**config.mk**
```make
export PLATFORM = sky130hd
export DESIGN_NAME = ras_top
export DESIGN_NICKNAME = d
export VERILOG_FILES = /design/src/hw/ras_pkg.sv /design/src/hw/ras_top.sv
export SDC_FILE = /design/constraint.sdc
export NUM_CORES = 1
export LEC_CHECK = 0
export ABC_AREA = 1
export BUFFER_PORTS_ARGS = -buffer_cell sky130_fd_sc_hd__buf_2
export CORE_UTILIZATION = 30
export CTS_BUF_LIST = sky130_fd_sc_hd__clkbuf_4 sky130_fd_sc_hd__clkbuf_8
export CTS_CLUSTER_DIAMETER = 120
export CTS_CLUSTER_SIZE = 20
export DETAILED_ROUTE_END_ITERATION = 10
export PLACE_DENSITY = 0.45
export SETUP_SLACK_MARGIN = 0.3
export SLEW_MARGIN = 25
export SYNTH_ARGS = -nofsm -noshare
export SYNTH_HDL_FRONTEND = slang
export SYNTH_SLANG_ARGS = --single-unit
```
**constraint.sdc**
```tcl
create_clock -name clk -period 14.1 [get_ports clk]
set_input_delay 1.41 -clock clk [delete_from_list [all_inputs] [get_ports clk]]
set_output_delay 1.41 -clock clk [all_outputs]
set_load 0.05 [all_outputs]
```
**src/hw/ras_pkg.sv**
```systemverilog
/*
 * Constants, register map and state encoding for the remote alarm supervisor.
 * Assumes a single 25 MHz system clock and a plain strobe-based register port.
 */
package ras_pkg;

    // alarm vector size and layout
    localparam int NUM_ALARMS = 14;
    localparam int NUM_EXT = 4;
    localparam int IDX_PSU = 0;
    localparam int IDX_AMP = 1;
    localparam int IDX_OPT_RX = 2;
    localparam int IDX_OPT_TX = 3;
    localparam int IDX_PWR28 = 4;
    localparam int IDX_TEMP = 5;
    localparam int IDX_FAN = 6;
    localparam int IDX_TWI = 7;
    localparam int IDX_AMP_PD = 8;
    localparam int IDX_LEVEL_CTRL = 9;
    localparam int IDX_EXT0 = 10;

    // alarms caused outside the unit (orange) and by the unit itself (red)
    localparam logic [NUM_ALARMS-1:0] ORANGE_MASK = 14'h3E04;
    localparam logic [NUM_ALARMS-1:0] RED_MASK = 14'h01FB;

    // register port
    localparam int ADDR_W = 8;
    localparam int DATA_W = 32;
    localparam logic [ADDR_W-1:0] OFS_LIVE = 8'h00;
    localparam logic [ADDR_W-1:0] OFS_EVENT = 8'h04;
    localparam logic [ADDR_W-1:0] OFS_MASK = 8'h08;
    localparam logic [ADDR_W-1:0] OFS_POLARITY = 8'h0C;
    localparam logic [ADDR_W-1:0] OFS_ACK = 8'h10;
    localparam logic [ADDR_W-1:0] OFS_PENDING = 8'h14;
    localparam logic [ADDR_W-1:0] OFS_LED = 8'h18;

    // reset values
    localparam logic [NUM_ALARMS-1:0] MASK_RESET = 14'h0000;
    localparam logic [NUM_EXT-1:0] POLARITY_RESET = 4'h0;

    // led field positions in the led register
    localparam int LED_GREEN_BIT = 0;
    localparam int LED_ORANGE_BIT = 1;
    localparam int LED_RED_BIT = 2;

    // message port
    localparam int MSG_ID_W = 4;

    // re-arm interval
    localparam int CLK_HZ = 25_000_000;
    localparam int REARM_TIME_MS = 5000;
    localparam int REARM_CYCLES = REARM_TIME_MS * (CLK_HZ / 1000);
    localparam int CNT_W = 27;

    // per-alarm message state
    typedef enum logic [2:0]
    {
        RAS_ARMED = 3'b001,
        RAS_WAIT_ACK = 3'b010,
        RAS_SENT = 3'b100
    } ras_state_t;

endpackage

```
**src/hw/ras_top.sv**
```systemverilog
/*
 * Remote alarm supervisor: collects built-in-test and external contact alarms,
 * raises one message per acknowledged alarm with a re-arm interval, drives the
 * status led and the alarm outputs, and offers a small register file.
 * Assumes all alarm inputs are synchronous to clk and that firmware reads the
 * pending register and acknowledges alarms through the ack register.
 */
// The register addresses and strobed register access are this design's own decisions.
// How it works
// raise alarm for failing supply, amplifier, optics
// all present alarms readable by software
// acknowledged alarm sends exactly one message
// no resend while persisting or after clearing
// resend only after five-second absence
// green led when no alarm present
// external, rx optical, level alarms light orange
// unit-internal alarms light red
// alarm output low idle, high active
// unconnected external input reads high
// external input polarity selectable by software
// external device closes contact to ground
// polarised external inputs reported as alarms
// red beats orange beats green
// absence counter cleared when alarm reappears
`timescale 1ns/1ps
`default_nettype none

module ras_top
#(
    parameter int REARM_CYCLES = ras_pkg::REARM_CYCLES
)
(
    // clock and reset
    input wire logic clk,
    input wire logic nrst,
    // built-in-test alarm sources
    input wire logic psu_fail,
    input wire logic amp_fail,
    input wire logic opt_rx_fail,
    input wire logic opt_tx_fail,
    input wire logic pwr28_fail,
    input wire logic over_temp,
    input wire logic fan_fail,
    input wire logic twi_fail,
    input wire logic amp_power_down,
    input wire logic level_control_alarm,
    // external alarm contacts, pulled high when open
    input wire logic [ras_pkg::NUM_EXT-1:0] ext_alarm_in,
    // register port
    input wire logic [ras_pkg::ADDR_W-1:0] reg_addr,
    input wire logic [ras_pkg::DATA_W-1:0] reg_wdata,
    input wire logic reg_we,
    input wire logic reg_re,
    output logic [ras_pkg::DATA_W-1:0] reg_rdata,
    // messages to the master unit
    output logic msg_valid,
    output logic [ras_pkg::MSG_ID_W-1:0] msg_id,
    // local indication
    output logic led_green,
    output logic led_orange,
    output logic led_red,
    output logic [ras_pkg::NUM_ALARMS-1:0] alarm_out,
    // interrupt
    output logic irq
);

    localparam int NA = ras_pkg::NUM_ALARMS;
    localparam int NE = ras_pkg::NUM_EXT;
    localparam int CW = ras_pkg::CNT_W;
    localparam int DW = ras_pkg::DATA_W;
    localparam logic [CW-1:0] REARM_LAST = CW'(REARM_CYCLES - 1);

    ////////////////////////////////////////////////////////////////////////////
    // helpers

    // lowest set bit of a vector, used to serialise messages
    function automatic logic [ras_pkg::MSG_ID_W-1:0] first_set(input logic [NA-1:0] v);
        logic [ras_pkg::MSG_ID_W-1:0] idx;
        idx = '0;
        for (int k = NA - 1; k >= 0; k--)
        begin
            if (v[k])
                idx = ras_pkg::MSG_ID_W'(k);
        end
        return idx;
    endfunction

    // register address compare, shared by read and write decode
    function automatic logic hit(input logic [ras_pkg::ADDR_W-1:0] a,
                                 input logic [ras_pkg::ADDR_W-1:0] ofs);
        return a == ofs;
    endfunction

    ////////////////////////////////////////////////////////////////////////////
    // reset synchroniser

    logic rst_meta_q;
    logic rst_sync_q;

    // release is synchronous so all flops leave reset on the same edge
    always_ff @(posedge clk or negedge nrst)
    begin
        if (!nrst)
        begin
            rst_meta_q <= 1'b0;
            rst_sync_q <= 1'b0;
        end
        else
        begin
            rst_meta_q <= 1'b1;
            rst_sync_q <= rst_meta_q;
        end
    end

    wire logic rst_n = rst_sync_q;

    ////////////////////////////////////////////////////////////////////////////
    // alarm gathering

    logic [NE-1:0] polarity_q;
    logic [NE-1:0] ext_active;
    logic [NA-1:0] live;

    // polarity bit 1 means the input alarms when high; reset value 0 means an
    // open contact (pulled high) is quiet and a contact closed to ground alarms
    assign ext_active = ~(ext_alarm_in ^ polarity_q);

    always_comb
    begin
        live = '0;
        live[ras_pkg::IDX_PSU] = psu_fail;
        live[ras_pkg::IDX_AMP] = amp_fail;
        live[ras_pkg::IDX_OPT_RX] = opt_rx_fail;
        live[ras_pkg::IDX_OPT_TX] = opt_tx_fail;
        live[ras_pkg::IDX_PWR28] = pwr28_fail;
        live[ras_pkg::IDX_TEMP] = over_temp;
        live[ras_pkg::IDX_FAN] = fan_fail;
        live[ras_pkg::IDX_TWI] = twi_fail;
        live[ras_pkg::IDX_AMP_PD] = amp_power_down;
        live[ras_pkg::IDX_LEVEL_CTRL] = level_control_alarm;
        live[ras_pkg::IDX_EXT0 +: NE] = ext_active;
    end

    ////////////////////////////////////////////////////////////////////////////
    // register write decode

    logic wr_mask;
    logic wr_pol;
    logic wr_ack;
    logic rd_event;
    logic [NA-1:0] ack_bits;

    assign wr_mask = reg_we && hit(reg_addr, ras_pkg::OFS_MASK);
    assign wr_pol = reg_we && hit(reg_addr, ras_pkg::OFS_POLARITY);
    assign wr_ack = reg_we && hit(reg_addr, ras_pkg::OFS_ACK);
    assign rd_event = reg_re && hit(reg_addr, ras_pkg::OFS_EVENT);
    assign ack_bits = wr_ack ? reg_wdata[NA-1:0] : '0;

    logic [NA-1:0] mask_q;

    // interrupt mask
    always_ff @(posedge clk or negedge rst_n)
    begin
        if (!rst_n)
            mask_q <= ras_pkg::MASK_RESET;
        else if (wr_mask)
            mask_q <= reg_wdata[NA-1:0];
    end

    // external input polarity, written by master unit software
    always_ff @(posedge clk or negedge rst_n)
    begin
        if (!rst_n)
            polarity_q <= ras_pkg::POLARITY_RESET;
        else if (wr_pol)
            polarity_q <= reg_wdata[NE-1:0];
    end

    ////////////////////////////////////////////////////////////////////////////
    // per-alarm message sequencing

    logic [NA-1:0] wait_ack;
    logic [NA-1:0] new_alarm;
    logic [NA-1:0] send_set;
    logic [NA-1:0] send_q;
    logic [NA-1:0] send_grant;

    for (genvar i = 0; i < NA; i++)
    begin : g_alarm
        ras_pkg::ras_state_t state_q;
        logic [CW-1:0] absent_q;

        // armed -> wait for firmware ack -> sent (silenced) -> re-armed once
        // the alarm has stayed away for the full interval after the ack
        always_ff @(posedge clk or negedge rst_n)
        begin
            if (!rst_n)
                state_q <= ras_pkg::RAS_ARMED;
            else
            begin
                case (state_q)
                    ras_pkg::RAS_ARMED:
                        if (live[i])
                            state_q <= ras_pkg::RAS_WAIT_ACK;
                    ras_pkg::RAS_WAIT_ACK:
                        if (ack_bits[i])
                            state_q <= ras_pkg::RAS_SENT;
                    ras_pkg::RAS_SENT:
                    begin
                        // persisting or cleared alarm stays silent here
                        if (!live[i] && absent_q == REARM_LAST)
                            state_q <= ras_pkg::RAS_ARMED;
                    end
                    default:
                        state_q <= ras_pkg::RAS_ARMED;
                endcase
            end
        end

        // absence timer runs only after the ack, restarts on any reappearance
        always_ff @(posedge clk or negedge rst_n)
        begin
            if (!rst_n)
                absent_q <= '0;
            else if (state_q != ras_pkg::RAS_SENT || live[i])
                absent_q <= '0;
            else if (absent_q != REARM_LAST)
                absent_q <= absent_q + 1'b1;
        end

        assign wait_ack[i] = state_q == ras_pkg::RAS_WAIT_ACK;
        assign new_alarm[i] = state_q == ras_pkg::RAS_ARMED && live[i];
        assign send_set[i] = wait_ack[i] && ack_bits[i];
    end

    ////////////////////////////////////////////////////////////////////////////
    // message serialiser

    // several acks may land together; one message per cycle, lowest id first
    assign send_grant = (|send_q) ? (NA'(1) << first_set(send_q)) : '0;

    // new request wins over a grant of the same bit
    always_ff @(posedge clk or negedge rst_n)
    begin
        if (!rst_n)
            send_q <= '0;
        else
            send_q <= (send_q & ~send_grant) | send_set;
    end

    // one-cycle message strobe
    always_ff @(posedge clk or negedge rst_n)
    begin
        if (!rst_n)
        begin
            msg_valid <= 1'b0;
            msg_id <= '0;
        end
        else
        begin
            msg_valid <= |send_q;
            msg_id <= first_set(send_q);
        end
    end

    ////////////////////////////////////////////////////////////////////////////
    // event flags and interrupt

    logic [NA-1:0] event_q;

    // read clears; an alarm arriving in the clearing cycle still sets
    always_ff @(posedge clk or negedge rst_n)
    begin
        if (!rst_n)
            event_q <= '0;
        else
            event_q <= (rd_event ? '0 : event_q) | new_alarm;
    end

    // level interrupt, one cycle behind the flags
    always_ff @(posedge clk or negedge rst_n)
    begin
        if (!rst_n)
            irq <= 1'b0;
        else
            irq <= |(event_q & mask_q);
    end

    ////////////////////////////////////////////////////////////////////////////
    // local indication

    // red over orange over green
    always_ff @(posedge clk or negedge rst_n)
    begin
        if (!rst_n)
        begin
            led_green <= 1'b1;
            led_orange <= 1'b0;
            led_red <= 1'b0;
        end
        else
        begin
            led_red <= |(live & ras_pkg::RED_MASK);
            led_orange <= !(|(live & ras_pkg::RED_MASK))
                          && |(live & ras_pkg::ORANGE_MASK);
            led_green <= !(|live);
        end
    end

    // open-collector alarm outputs follow the live alarms
    always_ff @(posedge clk or negedge rst_n)
    begin
        if (!rst_n)
            alarm_out <= '0;
        else
            alarm_out <= live;
    end

    ////////////////////////////////////////////////////////////////////////////
    // register read

    logic [DW-1:0] rdata_d;

    // unmapped addresses read as zero
    always_comb
    begin
        rdata_d = '0;
        if (hit(reg_addr, ras_pkg::OFS_LIVE))
            rdata_d[NA-1:0] = live;
        else if (hit(reg_addr, ras_pkg::OFS_EVENT))
            rdata_d[NA-1:0] = event_q;
        else if (hit(reg_addr, ras_pkg::OFS_MASK))
            rdata_d[NA-1:0] = mask_q;
        else if (hit(reg_addr, ras_pkg::OFS_POLARITY))
            rdata_d[NE-1:0] = polarity_q;
        else if (hit(reg_addr, ras_pkg::OFS_PENDING))
            rdata_d[NA-1:0] = wait_ack;
        else if (hit(reg_addr, ras_pkg::OFS_LED))
        begin
            rdata_d[ras_pkg::LED_GREEN_BIT] = led_green;
            rdata_d[ras_pkg::LED_ORANGE_BIT] = led_orange;
            rdata_d[ras_pkg::LED_RED_BIT] = led_red;
        end
    end

    // data stands only in the cycle after the strobe
    always_ff @(posedge clk or negedge rst_n)
    begin
        if (!rst_n)
            reg_rdata <= '0;
        else
            reg_rdata <= reg_re ? rdata_d : '0;
    end

endmodule

`default_nettype wire

```
==> results_dict.tcl, run 1 <==
set metrics [dict create \
    outcome "completed" \
    first_pass_iters 6 \
    die_w_um 298 \
    seq_area_um2 12700 \
    cts.sinks 505 \
    r2r-start "rst_n$_DFF_PN0_" \
    drc 0 \
    maxCapViolations 0 \
    ir_drop_mv 0.0844 \
    ys.flop_type "dfrtp_1" \
    multi_input_area_um2 11400 \
    skew_ns 0.0313 \
    holdCritPathClass "flop to flop" \
    p_total_mw 2.68 \
    ctsHoldBuffers 0 \
    cts_buffers 29 \
    timing.fmax_mhz 279 \
    io_pins 113 \
    rsz0062_at_grt "false" \
    internal-power_mw 1.87 \
    crit_required_ns 14.74 \
    track_usage_pct 15.8 \
    p_leak_nw 11.8 \
    post_cts_buffers 0 \
    synth-edff-count 0 \
    worstHoldEndpoint "rst_n$_DFF_PN0_" \
    cts-htree-levels 1 \
    ant_nets 0 \
    dp_hpwl_um 50900 \
    end_kind "flop" \
    seq_area_frac_synth_pct 48.1 \
    clk_pin_slew_ns 0.13 \
    cts_resized 0 \
    clock-root-buffer "clkbuf_8" \
    synth-seq-cells 505 \
    nets 3449 \
    dr_total_vias 22000 \
    postSynthAreaPerCell_um2 8.00 \
    die_h_um 298 \
    synth.yosys.warnings 0 \
    switchingPower_uw 812 \
    worstPathMaxFanout 14 \
    rrSetupSlack_ns 10.90 \
    io_buffers 76 \
    syn_inst 3286 \
    clk_latency_ns 0.72 \
    drt-total-wl_um 69600 \
    setup_violations 0 \
    comb_power_share_pct 14.0 \
    r2r.worst_path.cells 3 \
    cts_buffer_depth 3 \
    cts_tree "done" \
    final_common_cell "inv_1" \
    rows 108 \
    initial_core_util_pct 30.3 \
    crit_type "primary input to flop" \
    worst_pin_slew_ns 0.900 \
    critPathLaunch "reg_addr[7]" \
    syn_to_final_growth_pct 8.98 \
    min_from "rst_meta_q$_DFF_PN0_" \
    hold_viol 0 \
    routabilityCongestion 0.850 \
    clkPwrFrac_pct 27.8 \
    grt_pass1_wl_um 115000 \
    wl_per_cell_um 15.3 \
    final_cell_mix "inv_1 (519), dfrtp_1 (489), nand2_1 (478), o21ai_0 (267), nor2_1 (264)" \
    drv_slew 0 \
    swShare_pct 30.3 \
    p_per_area_nw_per_um2 93.5 \
    holdPathStages 0 \
    die_area_um2 88800 \
    grt_max_degree 154 \
    coreArea_um2 86800 \
    reg2reg_to "g_alarm[0].absent_q[6]$_DFFE_PN0P_" \
    ys_async_sr_fraction_pct 100 \
    antenna_found_initial 11 \
    drive_above_1_share_pct 8.21 \
    syn-cell-area_um2 26300 \
    vias_per_cell 4.84 \
    grt_overflow 0 \
    post-route-period-util_pct 25.4 \
    fin_setup_tns_ns 0 \
    seqPwrFrac_pct 58.2 \
    slew-limit-headroom_pct 39.5 \
    layout_min_cycle_time_ns 3.58 \
    cp.arrival_ns 4.22 \
    yosys.cell_types.count 65 \
    start_kind "primary input" \
    drt_iter0_markers 1363 \
    first_global_vias 21600 \
    fillers 9295 \
]
[how the worst max path moves through the flow]
| stage | end | slack (ns) | cells after the start |
|---|---|---|---|
| 2_1_floorplan | alarm_out[0]$_DFF_PN0_ | 5.89 | 0 |
| 3_3_place_gp | g_alarm[9].state_q[2]$_DFFE_PN0P_ | 9.79 | 6 |
| 3_5_place_dp | send_q[11]$_DFF_PN0_ | 9.78 | 6 |
| 4_1_cts | g_alarm[0].absent_q[24]$_DFFE_PN0P_ | 10.56 | 3 |
| 5_1_grt | g_alarm[0].absent_q[24]$_DFFE_PN0P_ | 10.28 | 3 |
| 6_report | send_q[9]$_DFF_PN0_ | 10.52 | 6 |
[registers in the layout (all words and copies together), names as in the netlist, 4 cells and up]
register,flops
g_alarm.absent_q,378
msg_id,4
reg_rdata,14
polarity_q,4
g_alarm.state_q,42
mask_q,14
alarm_out,14
send_q,14
event_q,14
[cell families (layout without fill, tap and decap cells)]
group                    count (synthesis)  count (layout)  share of synthesized area, %
AO/OA/AOI/OAI                          681             681                          14.3
XOR/XNOR                                41              41                          1.37
adder cells (fa/ha/maj)                 14              14                         0.666
buffers and inverters                  600             694                          8.86
flip-flops                             505             505                          48.1
multiplexers                             1               1                        0.0428
other                                    2              21                        0.0286
AND/OR/NAND/NOR                       1442            1442                          26.6
[power by group through the flow]
stage | Sequential [mW] | Combinational (mW) | Clock (mW)
global route | 1.57 | 0.426 | 0.839
detailed placement | 1.59 | 0.380 | 0
floorplan | 1.63 | 0.220 | 0
CTS | 1.56 | 0.381 | 0.800
global placement | 1.59 | 0.380 | 0
finish | 1.56 | 0.374 | 0.745
[final cells by class]
cell class / instances / share of cell area, %
Sequential cell: 505 / 44.2
Multi-Input combinational cell: 2198 / 39.7
Inverter: 546 / 7.15
Tap cell: 1155 / 5.04
Timing Repair Buffer: 97 / 1.92
Clock buffer: 49 / 1.92
Clock inverter: 2 / 0.0655
Antenna cell: 2 / 0.0175
[critical path, stage by stage]
cell     delay, ns
buf_2         0.11
nor4_2        0.79
nand2_1       0.67
inv_1         0.76
nand3_1       0.32
nand2_1       0.14
[per-stage QoR]
| stage | instance area (um^2) | hold slack (ns) | cells | setup WS, ns | util, % |
|---|---|---|---|---|---|
| finish | 28600 | 0.362 | 4554 | 10.52 | 33.0 |
| floorplan | 26400 | 0.331 | 3303 | 5.89 | - |
| global placement | 28100 | 0.334 | 4501 | 9.79 | 32.4 |
| global route | 28600 | 0.366 | 4553 | 10.28 | 33.0 |
| detailed placement | 28100 | 0.337 | 4501 | 9.78 | 32.4 |
| CTS | 28600 | 0.366 | 4552 | 10.56 | 33.0 |
[cells in the mapped netlist, types with 11 or more instances]
| library cell | number | area share [%] |
|---|---|---|
| buf_4 | 18 | 0.51 |
| dfstp_2 | 15 | 1.5 |
| nand3_1 | 195 | 3.7 |
| o21ai_0 | 267 | 5.1 |
| xor2_1 | 30 | 1.0 |
| o21bai_1 | 12 | 0.34 |
| nor3_1 | 212 | 4.0 |
| nand2_1 | 478 | 6.8 |
| nor3_2 | 21 | 0.80 |
| nor2_4 | 12 | 0.51 |
| nor2_1 | 265 | 3.8 |
| clkinv_1 | 11 | 0.16 |
| xnor2_1 | 11 | 0.37 |
| ha_1 | 14 | 0.67 |
| a31oi_1 | 32 | 0.76 |
| clkbuf_1 | 27 | 0.39 |
| o22ai_1 | 14 | 0.33 |
| nor4_1 | 70 | 1.7 |
| a211oi_1 | 17 | 0.49 |
| dfrtp_1 | 490 | 47 |
| inv_1 | 519 | 7.4 |
| o31ai_1 | 12 | 0.34 |
| nor3b_1 | 14 | 0.40 |
| a21oi_1 | 263 | 5.0 |
| a221oi_1 | 12 | 0.40 |
| o21ai_1 | 14 | 0.27 |
| inv_2 | 16 | 0.23 |
| nor2_2 | 20 | 0.48 |
| nand4_1 | 98 | 2.3 |
[routing by layer]
layer | wire length (um) | vias to the layer above | track usage [%] | share of wire [%]
met5 | 43 | - | 0 | 0.062
met4 | 1590 | 8 | 3.50 | 2.3
met3 | 2430 | 73 | 2.24 | 3.5
met2 | 30500 | 270 | 24.8 | 44
met1 | 35100 | 10500 | 22.8 | 50
li1 | - | 11200 | - | -
No activity file was read; power rests on OpenSTA's default activity.
==> run 2, diff against run 1 <==
==> constraint.sdc (replaced) <==
create_clock -name clk -period 3.1 [get_ports clk]
set_input_delay 0.31 -clock clk [delete_from_list [all_inputs] [get_ports clk]]
set_output_delay 0.31 -clock clk [all_outputs]
set_load 0.05 [all_outputs]
==> results_dict.tcl, run 2 (synthesis gave the netlist of run 1 again) <==
set metrics [dict create \
    grt_overflow 0 \
    drt_iter0_markers 1256 \
    die_w_um 298 \
    worstPathMaxFanout 6 \
    coreArea_um2 86800 \
    holdCritPathClass "primary input to flop" \
    top_register "g_alarm.absent_q" \
    io_pins 113 \
    setup_slack_ns 0.930 \
    drt-total-wl_um 69500 \
    cts_resized 0 \
    cp_cell_sequence "ha_1, inv_1, nor3_4, nand4_1, nor2_2, nand2_2, nor2_4, nand2_1, nor3_2, a21oi_1, o21a_1" \
    post-route-period-util_pct 70.0 \
    cp_num_buf_inv 1 \
    clk_latency_ns 0.70 \
    final_common_cell "inv_1" \
    grt_pass1_wl_um 116000 \
    dp_slack_ns 0.520 \
    largest_register_ffs 378 \
    hold_viol 0 \
    p_total_mw 12.2 \
    track_usage_pct 15.7 \
    cp.arrival_ns 2.77 \
    ir_drop_mv 0.366 \
    rrSetupSlack_ns 0.93 \
    die_h_um 298 \
    outcome "completed" \
    initial_core_util_pct 30.3 \
    die_area_um2 88800 \
    hold_slack_ns 0.0880 \
    crit_type "flop to flop" \
    ant_nets 0 \
    slew-limit-headroom_pct 51.6 \
    rows 108 \
    holdPathStages 3 \
    dp_hpwl_um 51200 \
    placed_area_um2 28200 \
    final_cell_mix "inv_1 (519), dfrtp_1 (489), nand2_1 (478), o21ai_0 (267), nor2_1 (265)" \
    routabilityCongestion 0.833 \
    layout_min_cycle_time_ns 2.17 \
    critPathMaxStageDelay_ns 0.41 \
    drive_above_1_share_pct 8.51 \
    skew_ns 0.0422 \
    p_leak_nw 12.0 \
    first_pass_iters 6 \
    grt_max_degree 72 \
    clk_pin_slew_ns 0.13 \
    cp_slowest_cell "dfrtp_1" \
    setup_violations 0 \
    p_per_area_nw_per_um2 418 \
    cts-htree-levels 1 \
    crit_family "simple AND/OR/NAND/NOR gates" \
    worst_pin_slew_ns 0.726 \
    maxCapViolations 0 \
    antenna_found_initial 10 \
    syn_to_final_growth_pct 10.8 \
    worstSetupPathDepth 11 \
    first_global_vias 21800 \
    biggestRegsByFlops "g_alarm.absent_q: 378 flops, g_alarm.state_q: 42 flops" \
    cts_tree "done" \
    timing.fmax_mhz 461 \
    start_kind "flop" \
    nets 3494 \
    crit_required_ns 3.70 \
    drc 0 \
    drv_slew 0 \
    wl_per_cell_um 15.1 \
    dr_total_vias 22100 \
    cts.sinks 505 \
    rsz0062_at_grt "false" \
    cts_buffer_depth 3 \
    clock-root-buffer "clkbuf_8" \
    io_buffers 76 \
    fin_area_um2 29100 \
    vias_per_cell 4.81 \
    cts_buffers 29 \
    final_core_util_pct 33.6 \
    r2r.worst_path.cells 11 \
    end_kind "flop" \
]
## run 2: cell count changes in the layout (fill, tap and decap cells not counted)
cell           previous run  this run
dlygate4sd3_1             0        30
buf_4                    20        30
buf_12                    1         6
clkbuf_8                 29        30
clkinv_8                  0         1
clkinvlp_4                1         0
diode_2                   2         3
inv_8                     1         0
nor2_1                  264       265
nor2_2                   21        20
## run 2: timing repair
action / 4_1_cts / 5_1_grt
endpoints found under the setup margin: 0 / 0
hold buffers: 30 / 0
setup buffers: 0 / 0
endpoints found under the hold margin: 94 / 0
## run 2: cell type report
cell class                 instances  area, um^2
multi-input combinational       2198       11400
tap                             1155        1450
inverter                         546        2050
fill                            9246       57600
clock inverter                     1        16.3
sequential                       505       12700
antenna                            3        7.51
clock buffer                      50         563
timing repair buffer             142        1030
## run 2: worst reg2reg max path: stages (launching register included)
cell and delay (ns):
dfrtp_1 0.41, ha_1 0.19, inv_1 0.08, nor3_4 0.24
nand4_1 0.19, nor2_2 0.18, nand2_2 0.10, nor2_4 0.17
nand2_1 0.13, nor3_2 0.17, a21oi_1 0.09, o21a_1 0.12
## run 2: power breakdown
group,total (mW),switching (mW),internal (mW)
Combinational,1.72,1.24,0.476
Clock,3.36,2.21,1.15
Sequential,7.10,0.173,6.93
Total,12.2,3.63,8.56
## run 2: worst paths after layout
check                                              startpoint                                  end
hold reg to reg                          rst_meta_q$_DFF_PN0_                      rst_n$_DFF_PN0_
setup / recovery           g_alarm[0].absent_q[0]$_DFFE_PN0P_  g_alarm[0].absent_q[22]$_DFFE_PN0P_
min in group asynchronous                     rst_n$_DFF_PN0_                  msg_valid$_DFF_PN0_
hold / removal                                ext_alarm_in[1]              alarm_out[11]$_DFF_PN0_
setup reg to reg           g_alarm[0].absent_q[0]$_DFFE_PN0P_  g_alarm[0].absent_q[22]$_DFFE_PN0P_
max in group asynchronous                     rst_n$_DFF_PN0_               alarm_out[2]$_DFF_PN0_
## run 2: through the flow
step | cells | setup TNS, ns
floorplan | 3303 | -893.34
CTS | 4597 | 0
finish | 4600 | 0
global route | 4600 | 0
detailed placement | 4516 | 0
global placement | 4516 | 0
## run 2: per-layer routing
metal	vias to the layer above	track usage (%)	routed length [um]	share of wire [%]
li1	11300	-	-	-
met1	10400	22.7	34800	50
met2	264	24.7	30400	44
met3	75	2.34	2670	3.8
met4	12	3.43	1580	2.3
met5	-	0	64	0.092
==> run 3, diff against run 2 <==
==> constraint.sdc (replaced) <==
create_clock -name clk -period 1.8 [get_ports clk]
set_input_delay 0.18 -clock clk [delete_from_list [all_inputs] [get_ports clk]]
set_output_delay 0.18 -clock clk [all_outputs]
set_load 0.05 [all_outputs]
==> results_dict.tcl, run 3 (synthesis gave the netlist of run 1 again) <==
set metrics [dict create \
    dp_hpwl_um 56900 \
    ir_drop_mv 0.532 \
    dr_total_vias 25100 \
    grt_overflow 0 \
    clk_latency_ns 0.73 \
    track_usage_pct 17.4 \
    drc 0 \
    violations "setup timing" \
    post-route-period-util_pct 108 \
    r2r-start "g_alarm[4].absent_q[0]$_DFFE_PN0P_" \
    routabilityCongestion 0.818 \
    final_common_cell "buf_4" \
    top_layer_used "met5" \
    fin_area_um2 37600 \
    first_pass_iters 5 \
    reg2reg_to "g_alarm[4].absent_q[22]$_DFFE_PN0P_" \
    initial_core_util_pct 30.3 \
    clk_pin_slew_ns 0.14 \
    syn_to_final_growth_pct 43.0 \
    io_buffers 76 \
    drive_above_1_share_pct 36.2 \
    rrSetupSlack_ns -0.15 \
    fin_cells 5218 \
    placed_area_um2 31700 \
    met3_length_um 2710 \
    io_pins 113 \
    nets 4109 \
    timing.fmax_mhz 513 \
    cts_buffer_depth 3 \
    cp.arrival_ns 2.54 \
    maxCapViolations 0 \
    setup_slack_ns -0.148 \
    setup_violations 45 \
    wl_met1_um 38600 \
    wl_met2_um 37100 \
    crit_required_ns 2.39 \
    worst_pin_slew_ns 0.625 \
    ant_nets 0 \
    end_kind "flop" \
    start_kind "flop" \
    crit_type "flop to flop" \
    final_cell_mix "buf_4 (515), dfrtp_1 (475), inv_1 (454), nand2_1 (391), a21oi_1 (221)" \
    cts_tree "done" \
    hold_viol 0 \
    p_per_area_nw_per_um2 602 \
    drt-total-wl_um 79900 \
    grt_pass1_wl_um 128000 \
    outcome "complete, but fails checks" \
    cts_buffers 29 \
    drt_iter0_markers 1288 \
    top_register "g_alarm.absent_q" \
    rsz0062_at_grt "true" \
    biggestRegsByFlops "g_alarm.absent_q: 378 flops, g_alarm.state_q: 42 flops" \
    drv_slew 0 \
    skew_ns 0.0405 \
    clock-root-buffer "clkbuf_8" \
    grt_max_degree 81 \
    die_h_um 298 \
    hold_slack_ns 0.130 \
    min_from "reg_addr[5]" \
    largest_register_ffs 378 \
    antenna_found_initial 14 \
    die_w_um 298 \
    cts-htree-levels 1 \
    rows 108 \
    cts.sinks 505 \
    holdPathStages 8 \
    coreArea_um2 86800 \
    p_total_mw 22.6 \
    dp_cells 4896 \
    fin_setup_tns_ns -1.78 \
    worstPathMaxFanout 4 \
    wl_per_cell_um 15.3 \
    vias_per_cell 4.82 \
    holdCritPathClass "primary input to flop" \
    p_leak_nw 16.5 \
    layout_min_cycle_time_ns 1.95 \
    die_area_um2 88800 \
    worstHoldEndpoint "g_alarm[1].state_q[1]$_DFFE_PN0P_" \
    r2r.worst_path.cells 12 \
    slew-limit-headroom_pct 58.0 \
    first_global_vias 24600 \
]
==> run 3: report_power, final <==
group | switching [mW] | internal, mW | leakage [nW]
logic | 2.69 | 1.61 | 9.37
registers | 0.269 | 11.9 | 6.84
clock network | 3.97 | 2.15 | 0.325
total | 6.93 | 15.7 | 16.5
==> run 3: layout make-up <==
cell class                 instances  area, um^2
tap                             1155        1450
sequential                       505       12700
clock buffer                      50         569
inverter                         546        2120
timing repair buffer             757        6240
multi-input combinational       2198       14500
antenna                            4        10.0
fill                            8605       49200
clock inverter                     3        45.0
==> run 3: worst max path at each step <==
stage / slack, ns / from / cells after the start / end
2_1_floorplan: -3.11 / rst_n$_DFF_PN0_ / 0 / alarm_out[0]$_DFF_PN0_
5_1_grt: -0.27 / g_alarm[4].absent_q[0]$_DFFE_PN0P_ / 12 / g_alarm[4].absent_q[22]$_DFFE_PN0P_
3_3_place_gp: -0.13 / g_alarm[1].absent_q[0]$_DFFE_PN0P_ / 11 / g_alarm[1].absent_q[20]$_DFFE_PN0P_
3_5_place_dp: -0.13 / g_alarm[1].absent_q[0]$_DFFE_PN0P_ / 11 / g_alarm[1].absent_q[20]$_DFFE_PN0P_
4_1_cts: -0.07 / g_alarm[4].absent_q[0]$_DFFE_PN0P_ / 12 / g_alarm[4].absent_q[22]$_DFFE_PN0P_
6_report: -0.15 / g_alarm[4].absent_q[0]$_DFFE_PN0P_ / 12 / g_alarm[4].absent_q[22]$_DFFE_PN0P_
==> run 3: critical path, stage by stage (launching register included) <==
cell     delay [ns]
dfrtp_1        0.38
ha_2           0.20
inv_2          0.05
nor3_4         0.18
nand2_4        0.11
nor2_4         0.11
nand3_2        0.11
nor2_4         0.15
nand3_4        0.11
nor3_4         0.20
nand2_2        0.07
o21ai_2        0.11
nor2_1         0.05
==> run 3: repair_timing <==
action / CTS / global route
setup endpoints to repair: 374 / 453
hold buffers: 35 / 0
gates resized for setup: 298 / 541
pin swaps: 130 / 194
hold endpoints to repair: 147 / 0
buffers inserted: 116 / 114
==> run 3: routing by layer <==
metal / vias to the layer above / GRT usage [%]
li1: 12600 / -
met1: 12200 / 25.1
met2: 288 / 27.9
met3: 81 / 2.25
met4: 16 / 3.21
met5: - / 0
==> run 3: metrics by stage <==
step	utilization [%]	setup WS, ns
2_1_floorplan	-	-3.11
3_3_place_gp	36.6	-0.125
3_5_place_dp	36.6	-0.128
4_1_cts	39.9	-0.0661
5_1_grt	43.3	-0.269
6_report	43.3	-0.148
